**config.mk**
```make
export PLATFORM = sky130hd
export DESIGN_NAME = sfm_monitor
export DESIGN_NICKNAME = d
export VERILOG_FILES = /design/src/sfm_pkg.sv /design/src/sfm_monitor.sv
export SDC_FILE = /design/constraint.sdc
export NUM_CORES = 1
export LEC_CHECK = 0
export BUFFER_PORTS_ARGS = -buffer_cell sky130_fd_sc_hd__buf_2
export CORE_AREA = 2 2 209 211
export DETAILED_ROUTE_END_ITERATION = 6
export DIE_AREA = 0 0 211 213
export PLACE_DENSITY = 0.47
export SLEW_MARGIN = 25
export SYNTH_ARGS = -nofsm -noshare
export SYNTH_HDL_FRONTEND = slang
export SYNTH_SLANG_ARGS = --single-unit
```
**constraint.sdc**
```tcl
create_clock -name core_clk -period 9.3 [get_ports core_clk]
set_input_delay 1.86 -clock core_clk [delete_from_list [all_inputs] [get_ports core_clk]]
set_output_delay 1.86 -clock core_clk [all_outputs]
set_load 0.005 [all_outputs]
```
**src/sfm_pkg.sv**
```systemverilog
/*
 * Shared constants, types and register map of the signal fault monitor.
 * Assumes a 50 MHz core clock and field inputs already thresholded by the
 * analogue front end into low (25/15 V) and high (70/50 V) comparators.
 */
package sfm_pkg;

  // ==========================================================
  // clock and time base
  localparam int CLK_HZ    = 50_000_000;
  localparam int MS_PER_S  = 1000;
  localparam int MS_CYCLES = CLK_HZ / MS_PER_S;
  localparam int TICK_W    = 16;

  // ==========================================================
  // channels
  localparam int NCH   = 18;
  localparam int NCH16 = 16;

  // ==========================================================
  // millisecond timings
  localparam int MSW = 11;
  typedef logic [MSW-1:0] sfm_ms_t;
  localparam sfm_ms_t WD_LEG_MS     = 11'h5dc; // 1500 ms
  localparam sfm_ms_t WD_ENH_MS     = 11'h3e8; // 1000 ms
  localparam sfm_ms_t STOP_LEAD_MS  = 11'h0fa; // 250 ms
  localparam sfm_ms_t RF_LEG_MIN_MS = 11'h2bc; // 700 ms
  localparam sfm_ms_t RF_LEG_MS     = 11'h3e8; // 1000 ms
  localparam sfm_ms_t RF_ENH_MIN_MS = 11'h4b0; // 1200 ms
  localparam sfm_ms_t RF_ENH_MS     = 11'h5dc; // 1500 ms
  localparam sfm_ms_t REN_LEG_MS    = 11'h064; // 100 ms
  localparam sfm_ms_t REN_ENH_MS    = 11'h190; // 400 ms
  localparam sfm_ms_t MS_ONE        = 11'h001;
  localparam sfm_ms_t MS_ZERO       = 11'h000;

  // ==========================================================
  // ac line thresholds, volts rms
  localparam logic [7:0] AC_LEG_ON  = 8'h62; // 98 V
  localparam logic [7:0] AC_LEG_OFF = 8'h5c; // 92 V
  localparam logic [7:0] AC_ENH_ON  = 8'h67; // 103 V
  localparam logic [7:0] AC_ENH_OFF = 8'h62; // 98 V

  // ==========================================================
  // register map
  localparam logic [1:0] REG_CTRL = 2'h0;
  localparam logic [1:0] REG_STAT = 2'h1;
  localparam logic [1:0] REG_CFG  = 2'h2;
  localparam int CTRL_RST_BIT = 0;
  localparam logic [7:0] RD_ZERO = 8'h00;

  // red, yellow, green lamp pattern for an inhibited channel
  localparam logic [2:0] INHIBIT_RYG = 3'h7;

  // ==========================================================
  // types
  typedef struct packed {
    logic [NCH-1:0] g_lo;
    logic [NCH-1:0] y_lo;
    logic [NCH-1:0] r_lo;
    logic [NCH-1:0] g_hi;
    logic [NCH-1:0] y_hi;
    logic [NCH-1:0] r_hi;
  } sfm_field_s;

  typedef struct packed {
    logic enh_timing;
    logic led_threshold_select;
    logic reject_small;
    logic reject_large;
    logic indication_checks_always_on_jumper;
  } sfm_cfg_s;

  typedef struct packed {
    logic card_ajar;
    logic watchdog;
    logic red_fail;
    logic conflict;
  } sfm_flt_s;

  typedef enum logic [1:0] {
    S_RUN   = 2'b00,
    S_FAULT = 2'b01,
    S_LEAD  = 2'b10
  } sfm_state_e;

endpackage

```
**src/sfm_monitor.sv**
```systemverilog
/*
 * Signal fault monitor core: conflict, red fail, watchdog and card checks,
 * output relay and stop timing control, field indicators, register port.
 * Assumes synchronous inputs on core_clk and comparator-level field inputs.
 */
// Operation
// - watchdog fault after 1500/1000 ms without toggle
// - stop release at relay or 250 ms before
// - legacy red fail: ignore <700, trip >1000 ms
// - enhanced red fail: ignore <1200, trip >1500 ms
// - red enable debounced 100 or 400 ms
// - ac valid hysteresis 98/92 or 103/98 V
// - small card: check channels 1 to 16 only
// - small card, activity on 17/18 faults
// - small card shows inhibit pattern on 17/18 while no fault is latched
// - large card checks all eighteen channels
// - incandescent: green/yellow low, red high thresholds
// - led: low for conflicts, high for red fail
// - green or yellow active; conflict if not permissive
// - red fail when monitored channel fully dark
// - relay energized normally, drops on any fault
// - permissive pairs come from card matrix
// - jumpers can reject one card type
// - contactor coil on suppresses red fail checks
// - red enable off suppresses indication checks unless the always-on jumper is set
// - red enable frozen while ac invalid
module sfm_monitor
  import sfm_pkg::*;
#(
  parameter int P_MS_CYCLES = MS_CYCLES
) (
  input  wire logic                      core_clk,
  input  wire logic                      resetn,
  input  wire logic [1:0]                reg_addr,
  input  wire logic [7:0]                reg_wdata,
  input  wire logic                      reg_wr,
  input  wire logic                      reg_rd,
  output logic      [7:0]                reg_rdata,
  input  wire sfm_field_s                field,
  input  wire logic [NCH-1:0][NCH-1:0]   perm,
  input  wire logic                      card_present,
  input  wire logic                      card_is_18,
  input  wire sfm_cfg_s                  cfg_in,
  input  wire logic                      red_enable_in,
  input  wire logic                      contactor_coil_input,
  input  wire logic                      watchdog_in,
  input  wire logic [7:0]                ac_volts,
  output logic                           relay_energized,
  output logic                           stop_timing,
  output sfm_flt_s                       fault_ind,
  output logic      [NCH-1:0]            ind_red,
  output logic      [NCH-1:0]            ind_yellow,
  output logic      [NCH-1:0]            ind_green
);

  localparam logic [TICK_W-1:0] TICK_LAST = TICK_W'(P_MS_CYCLES - 1);

  // ==========================================================
  // configuration capture
  sfm_cfg_s cfg_q;
  logic     cfg_done_q;

  // straps are caught after release, never under reset
  always_ff @(posedge core_clk or negedge resetn) begin
    if (!resetn) begin
      cfg_q      <= '0;
      cfg_done_q <= 1'b0;
    end else if (!cfg_done_q) begin
      cfg_q      <= cfg_in;
      cfg_done_q <= 1'b1;
    end
  end

  // ==========================================================
  // millisecond time base
  logic [TICK_W-1:0] tick_cnt_q;
  logic              tick;

  assign tick = (tick_cnt_q == TICK_LAST);

  always_ff @(posedge core_clk or negedge resetn) begin
    if (!resetn) begin
      tick_cnt_q <= '0;
    end else if (tick) begin
      tick_cnt_q <= '0;
    end else begin
      tick_cnt_q <= tick_cnt_q + TICK_W'(1);
    end
  end

  // ==========================================================
  // ac line classification
  logic       ac_valid_q;
  logic [7:0] ac_on_thr;
  logic [7:0] ac_off_thr;

  assign ac_on_thr  = cfg_q.enh_timing ? AC_ENH_ON : AC_LEG_ON;
  assign ac_off_thr = cfg_q.enh_timing ? AC_ENH_OFF : AC_LEG_OFF;

  always_ff @(posedge core_clk or negedge resetn) begin
    if (!resetn) begin
      ac_valid_q <= 1'b0;
    end else if (!cfg_done_q) begin
      // thresholds hang on the straps, which are not in yet
      ac_valid_q <= 1'b0;
    end else if (ac_volts > ac_on_thr) begin
      ac_valid_q <= 1'b1;
    end else if (ac_volts < ac_off_thr) begin
      ac_valid_q <= 1'b0;
    end
  end

  // ==========================================================
  // red enable debounce and contactor coil
  logic    ren_acc_q;
  sfm_ms_t ren_cnt_q;
  sfm_ms_t ren_lim;
  logic    coil_q;

  assign ren_lim = cfg_q.enh_timing ? REN_ENH_MS : REN_LEG_MS;

  // counter freezes during a dip so a short outage cannot flip the state
  always_ff @(posedge core_clk or negedge resetn) begin
    if (!resetn) begin
      ren_acc_q <= 1'b0;
      ren_cnt_q <= MS_ZERO;
    end else if (!ac_valid_q) begin
      ren_cnt_q <= ren_cnt_q;
    end else if (red_enable_in == ren_acc_q) begin
      ren_cnt_q <= MS_ZERO;
    end else if (ren_cnt_q >= ren_lim) begin
      ren_acc_q <= red_enable_in;
      ren_cnt_q <= MS_ZERO;
    end else if (tick) begin
      ren_cnt_q <= ren_cnt_q + MS_ONE;
    end
  end

  always_ff @(posedge core_clk or negedge resetn) begin
    if (!resetn) begin
      coil_q <= 1'b0;
    end else if (ac_valid_q) begin
      coil_q <= contactor_coil_input;
    end
  end

  // ==========================================================
  // program card
  logic           card_ok;
  logic           mode18;
  logic [NCH-1:0] mon;

  assign card_ok = card_present &&
                   (card_is_18 ? !cfg_q.reject_large
                               : !cfg_q.reject_small);
  assign mode18  = card_ok && card_is_18;
  assign mon     = {{(NCH-NCH16){mode18}}, {NCH16{1'b1}}};

  // ==========================================================
  // conflict detection
  logic [NCH-1:0] act;
  logic           conflict;
  logic           ch1718;

  assign act    = field.g_lo | field.y_lo;
  assign ch1718 = card_ok && !card_is_18 && |act[NCH-1:NCH16];

  always_comb begin
    conflict = 1'b0;
    for (int i = 0; i < NCH; i++) begin
      for (int j = i + 1; j < NCH; j++) begin
        if (act[i] && act[j] && mon[i] && mon[j] && !perm[i][j]) begin
          conflict = 1'b1;
        end
      end
    end
  end

  // ==========================================================
  // red fail detection
  logic [NCH-1:0] rf_on;
  logic           rf_any;
  sfm_ms_t        rf_cnt_q;
  sfm_ms_t        rf_lim;
  sfm_ms_t        rf_min;
  logic           rf_trip;

  assign rf_on = cfg_q.led_threshold_select
               ? (field.g_hi | field.y_hi | field.r_hi)
               : (field.g_lo | field.y_lo | field.r_hi);
  assign rf_any  = |(~rf_on & mon) && ren_acc_q && !coil_q;
  assign rf_lim  = cfg_q.enh_timing ? RF_ENH_MS : RF_LEG_MS;
  assign rf_min  = cfg_q.enh_timing ? RF_ENH_MIN_MS : RF_LEG_MIN_MS;
  assign rf_trip = rf_cnt_q >= rf_lim;

  // one shared timer: any dark channel keeps it running
  always_ff @(posedge core_clk or negedge resetn) begin
    if (!resetn) begin
      rf_cnt_q <= MS_ZERO;
    end else if (!rf_any) begin
      rf_cnt_q <= MS_ZERO;
    end else if (tick && !rf_trip) begin
      rf_cnt_q <= rf_cnt_q + MS_ONE;
    end
  end

  // ==========================================================
  // watchdog supervision
  logic    wd_prev_q;
  sfm_ms_t wd_cnt_q;
  sfm_ms_t wd_lim;
  logic    wd_expire;

  assign wd_lim    = cfg_q.enh_timing ? WD_ENH_MS : WD_LEG_MS;
  assign wd_expire = wd_cnt_q >= wd_lim;

  always_ff @(posedge core_clk or negedge resetn) begin
    if (!resetn) begin
      wd_prev_q <= 1'b0;
      wd_cnt_q  <= MS_ZERO;
    end else begin
      wd_prev_q <= watchdog_in;
      if (watchdog_in != wd_prev_q) begin
        wd_cnt_q <= MS_ZERO;
      end else if (tick && !wd_expire) begin
        wd_cnt_q <= wd_cnt_q + MS_ONE;
      end
    end
  end

  // ==========================================================
  // fault latch
  sfm_flt_s flt_q;
  sfm_flt_s flt_new;
  logic     flt_clr;
  logic     flt_any;

  assign flt_clr = reg_wr && (reg_addr == REG_CTRL) &&
                   reg_wdata[CTRL_RST_BIT];
  assign flt_new.conflict  = conflict || ch1718;
  assign flt_new.red_fail  = rf_trip;
  assign flt_new.watchdog  = wd_expire;
  assign flt_new.card_ajar = !card_ok || ch1718;
  assign flt_any = |flt_q;

  // a fault present in the clear cycle survives the clear
  always_ff @(posedge core_clk or negedge resetn) begin
    if (!resetn) begin
      flt_q <= '0;
    end else begin
      flt_q <= (flt_clr ? '0 : flt_q) | flt_new;
    end
  end

  // ==========================================================
  // relay and stop timing sequencing
  sfm_state_e state_q;
  logic       relay_q;
  logic       stop_q;
  sfm_ms_t    lead_cnt_q;

  always_ff @(posedge core_clk or negedge resetn) begin
    if (!resetn) begin
      state_q    <= S_FAULT;
      relay_q    <= 1'b0;
      stop_q     <= 1'b1;
      lead_cnt_q <= MS_ZERO;
    end else begin
      case (state_q)
        S_RUN: begin
          if (flt_any) begin
            state_q <= S_FAULT;
            relay_q <= 1'b0;
            stop_q  <= 1'b1;
          end
        end
        S_FAULT: begin
          // a cause seen now only latches next edge, so wait for it too
          if (!flt_any && !(|flt_new) && cfg_done_q) begin
            if (cfg_q.enh_timing) begin
              state_q    <= S_LEAD;
              stop_q     <= 1'b0;
              lead_cnt_q <= MS_ZERO;
            end else begin
              state_q <= S_RUN;
              relay_q <= 1'b1;
              stop_q  <= 1'b0;
            end
          end
        end
        S_LEAD: begin
          if (flt_any) begin
            state_q <= S_FAULT;
            stop_q  <= 1'b1;
          end else if (lead_cnt_q >= STOP_LEAD_MS) begin
            state_q <= S_RUN;
            relay_q <= 1'b1;
          end else if (tick) begin
            lead_cnt_q <= lead_cnt_q + MS_ONE;
          end
        end
        default: begin
          state_q <= S_FAULT;
          relay_q <= 1'b0;
          stop_q  <= 1'b1;
        end
      endcase
    end
  end

  assign relay_energized = relay_q;
  assign stop_timing     = stop_q;
  assign fault_ind       = flt_q;

  // ==========================================================
  // field indicators
  logic [NCH-1:0] ind_r_q;
  logic [NCH-1:0] ind_y_q;
  logic [NCH-1:0] ind_g_q;

  always_ff @(posedge core_clk or negedge resetn) begin
    if (!resetn) begin
      ind_r_q <= '0;
      ind_y_q <= '0;
      ind_g_q <= '0;
    end else begin
      for (int i = 0; i < NCH; i++) begin
        if (!mon[i] && !flt_any) begin
          {ind_r_q[i], ind_y_q[i], ind_g_q[i]} <= INHIBIT_RYG;
        end else begin
          ind_r_q[i] <= field.r_hi[i];
          ind_y_q[i] <= field.y_lo[i];
          ind_g_q[i] <= field.g_lo[i];
        end
      end
    end
  end

  assign ind_red    = ind_r_q;
  assign ind_yellow = ind_y_q;
  assign ind_green  = ind_g_q;

  // ==========================================================
  // register port
  logic       ind_chk;
  logic [7:0] rdata_q;
  logic [7:0] rd_mux;

  // gate for indication checks done by the downstream sequence logic
  assign ind_chk = (ren_acc_q || cfg_q.indication_checks_always_on_jumper) && !coil_q;

  always_comb begin
    case (reg_addr)
      REG_STAT: rd_mux = {ind_chk, mode18, ren_acc_q, ac_valid_q, flt_q};
      REG_CFG:  rd_mux = {1'b0, state_q, card_ok, coil_q,
                          cfg_q.indication_checks_always_on_jumper, cfg_q.led_threshold_select,
                          cfg_q.enh_timing};
      default:  rd_mux = RD_ZERO;
    endcase
  end

  always_ff @(posedge core_clk or negedge resetn) begin
    if (!resetn) begin
      rdata_q <= RD_ZERO;
    end else begin
      rdata_q <= reg_rd ? rd_mux : RD_ZERO;
    end
  end

  assign reg_rdata = rdata_q;

  // ==========================================================
  // assertions
  AST_WD_FAULT: assert property (@(posedge core_clk) disable iff (!resetn)
    wd_expire |=> flt_q.watchdog)
    else $error("watchdog expiry did not latch a fault");

  AST_STOP_LEGACY: assert property (@(posedge core_clk) disable iff (!resetn)
    !cfg_q.enh_timing && $rose(relay_q) |-> $fell(stop_q))
    else $error("stop timing not released with relay");

  AST_STOP_LEAD: assert property (@(posedge core_clk) disable iff (!resetn)
    cfg_q.enh_timing && $rose(relay_q) |->
      !$past(stop_q) && $past(lead_cnt_q) >= STOP_LEAD_MS)
    else $error("stop timing lead too short");

  AST_RF_IGNORE: assert property (@(posedge core_clk) disable iff (!resetn)
    $rose(flt_q.red_fail) |-> $past(rf_cnt_q) >= rf_min)
    else $error("red fail tripped below ignore time");

  AST_RF_TRIP: assert property (@(posedge core_clk) disable iff (!resetn)
    rf_trip |=> flt_q.red_fail)
    else $error("red fail not latched at trip time");

  AST_REN_HOLD: assert property (@(posedge core_clk) disable iff (!resetn)
    $changed(ren_acc_q) |->
      $past(ac_valid_q) && $past(ren_cnt_q) >= ren_lim)
    else $error("red enable changed before debounce");

  AST_AC_HYST: assert property (@(posedge core_clk) disable iff (!resetn)
    $rose(ac_valid_q) |-> $past(ac_volts) > ac_on_thr)
    else $error("ac valid below on threshold");

  AST_CH1718: assert property (@(posedge core_clk) disable iff (!resetn)
    ch1718 |=> flt_q.conflict && flt_q.card_ajar)
    else $error("channel 17/18 activity not faulted");

  AST_CARD: assert property (@(posedge core_clk) disable iff (!resetn)
    !card_ok |=> flt_q.card_ajar && !relay_q)
    else $error("unacceptable card not faulted");

  AST_RELAY: assert property (@(posedge core_clk) disable iff (!resetn)
    flt_any |=> !relay_q)
    else $error("relay energized during fault");

endmodule

```
==> run metrics, run 1 <==
Finish-stage setup viols 0; Hold Fails Final Rpt 0; Pins Over Slew Limit 0; Die ar. 44940 sq um; Startpoint Class input pin; status finished, final reports clean; max frequency 191.9 MHz; total routed wirelength 33610 um; Synth Instances 762; post-synth cell types 69; Tot GR Track Use 15.03%; max_slew headroom 32.45%; Worst setup EP type flop; clock skew 16.35 ps; Initial Util 17.30%; Vias/cell 4.425; Post-Layout Inst Area 10390 sq um; FF+latch area 3507 sq um; number of synthesized flops with an enable pin 0; Synth Warn # 0; most frequent cells in the layout buf_2 (334), dfrtp_1 (137), nor2_1 (111), o22ai_1 (75), nand2_1 (42); crit path time final 5211 ps; Area after DPL 9786 sq um; core area 42700 sq um; Layout Nets 1612; initial antenna violation count 17; wire per inst 20.11 um; chip height 213 um; Port Buffers 335; Detail Placement HPWL 26870 um; Multi-input gate area 3695 sq um; RSZ-0062 raised after global routing no; share of cells above drive strength 1 36.83%; I/O Pins 532; max cap viols 0; CTS root buf clkbuf_16; crit path max fanout 12; CTS clock-pin slew for the worst setup and hold paths 80 ps; P&R area growth vs syn 40.66%; Setup Crit Path Kind input pin to flop; Synthesized Nets 1263; CTS Buffer Depth 2; power per cell area 151.7 nW/um^2; Synth Register Bits 140; number of remaining DRC errors 0; TritonCTS clock tree built; iteration-0 DRC count of the detailed router 336; share of the core filled with cells 24.34%; first-pass detailed-route iteration total 6; Mapped Area 7388 sq um; Clock Latency Late Sink 440 ps; syn avg cell area 9.696 sq um; first-pass GRT wire length 48440 um; number of global-route vias before repair 7524; Cell Rows 76; crit path DAT 5540 ps; CTS hold repair buffers 0; via count 7394; number of fill cells in the layout 4665; largest net degree at the start of global routing 72; measured slew at the worst slew-check pin 1003 ps; clk sinks 140; ys async rst share 100.0%; # resized after CTS 0; H-Tree Level Count 4; gpl congestion 0.8521; leakage 4.894 nW; ys flop type dfrtp_1; Tcrit/Tclk final 56.03%; Die Width 211 um; setup tns final 0 ps; worst endpoint required time 9630 ps; CTS buffer count 17; postcts setup bufs 0; commonest non-fill, non-tap cell in the layout buf_2; Hold Path Class flop to flop; Remaining Overflow, GRT 0; peak supply drop 111.4 uV; Seq/Total Area, Yosys 47.45%; post-route ant nets 0
[logic make-up after synthesis]
group	synth area share [%]
XOR/XNOR	5.216
buffers and inverters	2.676
other	0.05076
AO/OA/AOI/OAI	18.41
multiplexers	1.778
adder cells (fa/ha/maj)	6.266
flip-flops	47.45
AND/OR/NAND/NOR	18.15
[cells in the mapped netlist (3+ instances only)]
master    instances  area share [%]
dfrtp_1         138              47
nor2_1          112             5.7
o22ai_1          75             6.4
nand2_1          42             2.1
ha_1             37             6.3
nor3_1           33             2.2
xor2_1           32             3.8
a21oi_1          31             2.1
inv_1            27             1.4
nand3_1          23             1.6
o21ai_0          18             1.2
xnor2_1          12             1.4
clkbuf_1         10            0.51
o22a_1           10             1.2
and3_1            9            0.76
o21a_1            9            0.91
nand2b_1          8            0.68
nand4_1           8            0.68
nor4_1            8            0.68
o21ai_1           8            0.54
a22oi_1           7            0.71
mux2_2            7             1.1
a31oi_1           6            0.51
buf_2             5            0.34
a21o_1            4            0.41
and2_1            4            0.34
buf_1             4            0.20
o31ai_2           4            0.68
o32ai_1           4            0.47
a41oi_1           3            0.36
mux2i_1           3            0.41
nor2_2            3            0.25
nor2b_1           3            0.25
nor4b_1           3            0.36
or2_2             3            0.25
[final cells by class]
class / instances / area share [%]
multi-input combinational: 573 / 35.55
sequential: 140 / 33.75
timing repair buffer: 351 / 17.38
tap: 546 / 6.574
clock buffer: 17 / 4.093
clock inverter: 15 / 1.613
inverter: 28 / 1.011
antenna: 1 / 0.02408
[state kept, by name (all words and copies together) (netlist names)]
register,cells
rf_cnt_q,11
ind_red,18
stop_timing,1
lead_cnt_q,11
relay_energized,1
wd_prev_q,1
ind_green,18
cfg_done_q,1
reg_rdata,8
wd_cnt_q,11
coil_q,1
ind_yellow,18
state_q,2
fault_ind,4
ac_valid_q,1
cfg_q,5
tick_cnt_q,16
ren_cnt_q,11
ren_acc_q,1
[final timing paths]
check                                              from                          end  slack (ps)  depth (start not counted)
worst max-delay path                          field[78]  relay_energized$_DFFE_PN0P_        4090                          9
worst min-delay path            tick_cnt_q[0]$_DFF_PN0_      tick_cnt_q[0]$_DFF_PN0_         500                          1
worst max register to register     cfg_q[3]$_DFFE_PN0N_      rf_cnt_q[5]$_DFFE_PN0P_        5810                          9
worst min register to register  tick_cnt_q[0]$_DFF_PN0_      tick_cnt_q[0]$_DFF_PN0_         500                          1
max in group asynchronous                        resetn         cfg_q[3]$_DFFE_PN0N_        6740                          2
min in group asynchronous                        resetn       reg_rdata[5]$_DFF_PN0_        1420                          1
[worst max-delay path, stage by stage]
cell       delay (ps)
buf_2             110
nor2_1            700
o22ai_1           160
nor4_1            730
o221ai_1          330
nor4_4            380
a41oi_2           410
a2111oi_2         490
mux2_1            350
[report_power, final]
group	switching (mW)	internal [mW]
sequential	0.0120	0.629
clock	0.331	0.362
combinational	0.141	0.101
[metrics by stage]
stage	power [mW]	hold slack, ps	std cells	setup slack, ps
3_3_place_gp	0.8958	483.9	1638	3164
4_1_cts	1.602	498.3	1670	3922
3_5_place_dp	0.8975	487.5	1638	3434
5_1_grt	1.657	523.6	1670	3929
6_report	1.576	495.8	1671	4089
2_1_floorplan	0.7433	451.4	762	5118
[metal layers]
layer	global-route usage, %	share of wire [%]	vias to the layer above
met2	24.67	46	319
met3	3.148	5.9	58
met1	20.04	46	3518
li1	-	-	3495
met4	3.934	2.1	4
met5	0	0.080	-
(Power assumes the default switching activity.)
==> run 2: changes to the inputs <==
Settings changed: ABC_AREA set to 1, CORE_AREA 2 2 209 211 to 2 2 204 206, DIE_AREA 0 0 211 213 to 0 0 206 208, PLACE_DENSITY 0.47 to 0.52.
Clock period 9.3 ns to 5 ns, I/O delays scaled along.
==> run metrics, run 2 <==
most frequent cells in the layout buf_2 (334), nand2_1 (286), inv_1 (159), nor2_1 (147), dfrtp_1 (138); placed cells 2038 (+24%); max frequency 276.5 MHz; Vias/cell 4.492 (+1.5%); Synth area leaders dfrtp_1 (40%), nand2_1 (12%), inv_1 (6.8%); Die Width 206 um (-2.4%); Hold Crit Depth 2 (+1); gpl congestion 0.8814 (+3.4%); H-Tree Level Count 4 (unchanged); max cap viols 0 (unchanged); Setup Crit Path Kind flop to flop; postcts setup bufs 0 (unchanged); wire per inst 19.64 um (-2.3%); post-route insts no fill 2074 (+24%); Seq/Total Area, Yosys 40.17% (-7.3 points); ys async rst share 100.0% (unchanged); ys flop type dfrtp_1; Pins Over Slew Limit 0 (unchanged); reg2reg end rf_cnt_q[8]$_DFFE_PN0P_; mux share of post-synthesis cell area 0% (-1.8 points); Clock Latency Late Sink 450 ps (about the same); peak supply drop 230.1 uV (+110%); commonest cells in the netlist nand2_1 (286), inv_1 (159), nor2_1 (147); Mapped Area 8727 sq um (+18%); hold_ws 465.0 ps (-30.85 ps); Synth Instances 1180 (+55%); CTS root buf clkbuf_16; status finished, final reports clean; most common cell in the netlist nand2_1; CTS Buffer Depth 2 (unchanged); Worst setup EP type flop; Die ar. 42850 sq um (-4.7%); first-pass detailed-route iteration total 5 (-1); RR Startpoint cfg_q[4]$_DFFE_PN0N_; Power, Total 3.248 mW (+110%); TritonCTS clock tree built; total routed wirelength 40730 um (+21%); Synth Area in XOR/XNOR 2.308% (-2.9 points); Remaining Overflow, GRT 0 (unchanged); RSZ-0062 raised after global routing no; CTS clock-pin slew for the worst setup and hold paths 70 ps (about the same); syn avg cell area 7.396 sq um (-24%); CTS buffer count 17 (unchanged); crit path DAT 3950 ps (-1590 ps); largest net degree at the start of global routing 81 (+13%); number of fill cells in the layout 4510 (-3.3%); Finish-stage setup viols 0 (unchanged); via count 9316 (+26%); power per cell area 277.2 nW/um^2 (+83%); share of cells above drive strength 1 27.31% (-9.5 points); Synth Register Bits 140 (unchanged); Synthesized Nets 1681 (+33%); commonest non-fill, non-tap cell in the layout buf_2; Layout Nets 2026 (+26%); number of remaining DRC errors 0 (unchanged); I/O Pins 532 (unchanged); Port Buffers 335 (unchanged); Cell Rows 74 (-2.6%); post-synth cell types 43 (-38%); CTS hold repair buffers 0 (unchanged); cell taking the most area after synthesis dfrtp_1; Hold Fails Final Rpt 0 (unchanged); WHS Endpoint stop_timing$_DFFE_PN1P_; crit path time final 3617 ps; Detail Placement HPWL 33540 um (+25%); Synth Warn # 0 (unchanged); iteration-0 DRC count of the detailed router 523 (+56%); Hold Path Origin stop_timing$_DFFE_PN1P_; measured slew at the worst slew-check pin 1017 ps (+14.21 ps); first-pass GRT wire length 58460 um (+21%); Post-Synth Adder-Cell Area 5.305% (-0.96 points); chip height 208 um (-2.3%); simple-gate share of the synthesized area 33.78% (+16 points); complex-gate fraction of the synthesized area 9.720% (-8.7 points); Tot GR Track Use 19.05% (+4.0 points); setup tns final 0 ps (unchanged); clock skew 12.22 ps (-4.132 ps); Initial Util 21.52% (+4.2 points); share of the synthesized area in the top cell type 39.57% (-7.2 points); post-route ant nets 0 (unchanged); Hold Path Class flop to flop; Tcrit/Tclk final 72.35%; Startpoint Class flop; Register-to-Register Path Depth 10 (+1); number of synthesized flops with an enable pin 0 (unchanged); r2r setup slk 1380 ps (-4430 ps); largest family of logic cells by synthesized area simple AND/OR/NAND/NOR gates; clk sinks 140 (unchanged); P&R area growth vs syn 34.27%; Multi-input gate area 4464 sq um (+21%); number of global-route vias before repair 9365 (+24%); max_slew headroom 31.96% (-0.49 points); FF+latch area 3506 sq um (about the same); initial antenna violation count 8 (-9); # resized after CTS 0 (unchanged); core area 40550 sq um (-5.0%); crit path max fanout 14 (+2); worst endpoint required time 5330 ps (-4300 ps); leakage 6.223 nW (+27%)
run 2: worst max-delay path by stage:
stage | startpoint | end | slack [ps] | cells past startpoint
2_1_floorplan | field[87] | lead_cnt_q[5]$_DFFE_PN0P_ | 2350 | 16
3_3_place_gp | field[89] | rf_cnt_q[1]$_DFFE_PN0P_ | 1180 | 13
3_5_place_dp | field[89] | rf_cnt_q[8]$_DFFE_PN0P_ | 1190 | 13
4_1_cts | cfg_q[4]$_DFFE_PN0N_ | rf_cnt_q[8]$_DFFE_PN0P_ | 1280 | 10
5_1_grt | cfg_q[4]$_DFFE_PN0N_ | rf_cnt_q[1]$_DFFE_PN0P_ | 950 | 10
6_report | cfg_q[4]$_DFFE_PN0N_ | rf_cnt_q[8]$_DFFE_PN0P_ | 1380 | 10
run 2: cell type report:
class | instances | area share [%]
diodes | 4 | 0.08542
inverters | 160 | 5.125
flip-flops and latches | 140 | 29.92
clock inverters | 15 | 1.687
repair buffers | 357 | 15.77
clock buffers | 17 | 3.631
multi-input cells | 849 | 38.10
well taps | 532 | 5.681
run 2: critical path, stage by stage (launching register included):
cell	delay, ps
dfrtp_1	780
inv_1	550
ha_1	470
nand2_1	70
nor2_1	50
nand3b_1	80
o2111ai_1	210
nor2_1	700
nor2_1	390
nand2_1	140
nand2_1	50
run 2: cell families after synthesis:
family          Yosys count
compound gates          137
simple gates            651
xor+xnor                 23
other cells               1
fa+ha+maj                37
buf+inv                 191
flops                   140
run 2: metal layers:
metal / share of wire (%) / global-route usage, % / up-vias
met2: 45 / 30.27 / 368
li1: - / - / 4522
met3: 6.6 / 4.480 / 66
met4: 3.4 / 7.389 / 6
met5: 0.083 / 0 / -
met1: 45 / 24.88 / 4354
run 2: per-stage QoR:
step	utilization (%)	area (sq um)	worst slack, ps
finish	28.89	11720	1383
global route	28.88	11710	950.0
CTS	28.87	11710	1277
detailed placement	27.33	11080	1189
global placement	27.33	11080	1178
floorplan	-	8727	2355
run 2: where the power goes:
group / total (mW) / internal (mW) / switching [mW] / leakage, nW
registers: 1.22 / 1.18 / 0.0383 / 1.77
logic: 0.639 / 0.231 / 0.409 / 4.14
clock network: 1.39 / 0.767 / 0.620 / 0.308
==> run 3: changes to the inputs <==
Settings changed: CORE_AREA 2 2 204 206 to 2 2 208 210, DIE_AREA 0 0 206 208 to 0 0 210 212.
Clock period 5 ns to 3.1 ns, I/O delays scaled along.
==> run metrics, run 3 (synthesis gave the netlist of run 2 again) <==
initial antenna violation count 8 (unchanged); CTS root buf clkbuf_16; FF+latch area 3506 sq um (unchanged); CTS hold repair buffers 0 (unchanged); number of global-route vias before repair 9568 (+2.2%); Detail Placement HPWL 33780 um (+0.71%); postcts setup bufs 0 (unchanged); post-route ant nets 0 (unchanged); setup tns final 0 ps (unchanged); crit path DAT 2870 ps (-1080 ps); status finished, final reports clean; Remaining Overflow, GRT 0 (unchanged); Die ar. 44520 sq um (+3.9%); Pins Over Slew Limit 0 (unchanged); RSZ-0062 raised after global routing no; TritonCTS clock tree built; peak supply drop 384.9 uV (+67%); share of cells above drive strength 1 29.42% (+2.1 points); Cell Rows 76 (+2.7%); CTS Buffer Depth 2 (unchanged); I/O Pins 532 (unchanged); Worst setup EP type flop; commonest non-fill, non-tap cell in the layout buf_2; Finish-stage setup viols 0 (unchanged); Power, Total 5.210 mW (+60%); hold_ws 135.2 ps (-329.8 ps); measured slew at the worst slew-check pin 728.8 ps (-288.0 ps); total routed wirelength 40090 um (-1.6%); Tcrit/Tclk final 81.38%; Vias/cell 4.406 (-1.9%); via count 9394 (+0.84%); gpl congestion 0.9224 (+4.7%); CTS clock-pin slew for the worst setup and hold paths 70 ps (about the same); clock skew 13.63 ps (+1.405 ps); chip height 212 um (+1.9%); CTS buffer count 17 (unchanged); Hold Fails Final Rpt 0 (unchanged); Register-to-Register Path Depth 13 (+3); Port Buffers 335 (unchanged); max_slew headroom 51.23% (+19 points); Initial Util 20.53% (-0.99 points); Tot GR Track Use 18.32% (-0.73 points); core area 42510 sq um (+4.8%); Setup Crit Path Kind input pin to flop; Die Width 210 um (+1.9%); H-Tree Level Count 4 (unchanged); Layout Nets 2072 (+2.3%); max cap viols 0 (unchanged); Clock Latency Late Sink 470 ps (+20 ps); worst endpoint required time 3450 ps (-1880 ps); clk sinks 140 (unchanged); leakage 6.501 nW (+4.5%); first-pass detailed-route iteration total 5 (unchanged); Multi-input gate area 4464 sq um (unchanged); power per cell area 426.3 nW/um^2 (+54%); Startpoint Class input pin; max frequency 396.4 MHz; P&R area growth vs syn 40.04%; number of fill cells in the layout 4636 (+2.8%); crit path max fanout 16 (+2); wire per inst 18.80 um (-4.2%); first-pass GRT wire length 57710 um (-1.3%); iteration-0 DRC count of the detailed router 531 (+1.5%); # resized after CTS 0 (unchanged); number of remaining DRC errors 0 (unchanged); Hold Path Class input pin to async pin; largest net degree at the start of global routing 60 (-26%); most frequent cells in the layout buf_2 (334), nand2_1 (286), inv_1 (159), nor2_1 (147), dfrtp_1 (138); crit path time final 2523 ps
-- run 3: cell types whose count changed in the layout (fill, tap and decap cells not counted) --
cell       delta
inv_6         -2
inv_8         -1
bufinv_16     -2
diode_2       -2
clkinv_8      +5
buf_12       +12
clkinv_2      -1
clkinv_4      +1
buf_4        +34
-- run 3: per-stage QoR --
stage / util (%) / cell area (sq um) / setup slack, ps / std cells
6_report: 28.75 / 12220 / 577.1 / 2132
5_1_grt: 28.75 / 12220 / 280.3 / 2132
4_1_cts: 28.74 / 12220 / 481.1 / 2130
3_5_place_dp: 27.28 / 11600 / 56.80 / 2098
3_3_place_gp: 27.28 / 11600 / 71.05 / 2098
2_1_floorplan: - / 8727 / 628.9 / 1180
-- run 3: worst paths after layout --
path | from | end | slack [ps]
min in group core_clk | field[8] | ind_red[8]$_DFF_PN0_ | 260
max in group asynchronous | resetn | ind_red[3]$_DFF_PN0_ | 2090
hold / removal | resetn | reg_rdata[6]$_DFF_PN0_ | 140
hold reg to reg | tick_cnt_q[0]$_DFF_PN0_ | tick_cnt_q[0]$_DFF_PN0_ | 470
setup reg to reg | cfg_q[4]$_DFFE_PN0N_ | ren_cnt_q[5]$_DFFE_PN0P_ | 580
setup / recovery | field[74] | lead_cnt_q[7]$_DFFE_PN0P_ | 580
-- run 3: metal layers --
layer,part of all wire (%),GRT usage [%],vias up
met5,0.11,0,-
li1,-,-,4617
met4,3.7,9.073,6
met2,44,28.77,373
met1,46,23.60,4333
met3,5.5,4.387,65
-- run 3: area by class of cell --
class,instances,area share [%]
Antenna cell,2,0.04095
Inverter,160,4.914
Timing Repair Buffer,403,19.17
Sequential cell,140,28.69
Clock inverter,15,1.587
Clock buffer,17,3.481
Multi-Input combinational cell,849,36.53
Tap cell,546,5.590
-- run 3: critical path, cell delays in order --
cell and delay [ps]:
buf_2 130, nor2_2 340, nor2_1 80, nand2_1 70
nand2_1 50, nor2_1 110, nand3_1 250, nor2_1 190
buf_4 140, nand3_1 80, nor2_2 110, buf_4 160
nand3_2 90, nand2_4 120, nand2_4 150, nand2_1 120
o21ai_2 60
-- run 3: power breakdown --
part           internal (mW)  switching, mW  leakage (nW)  total (mW)
sequential              1.91         0.0495          1.77        1.96
clock                   1.10           1.04         0.300        2.14
combinational          0.438          0.679          4.43        1.12
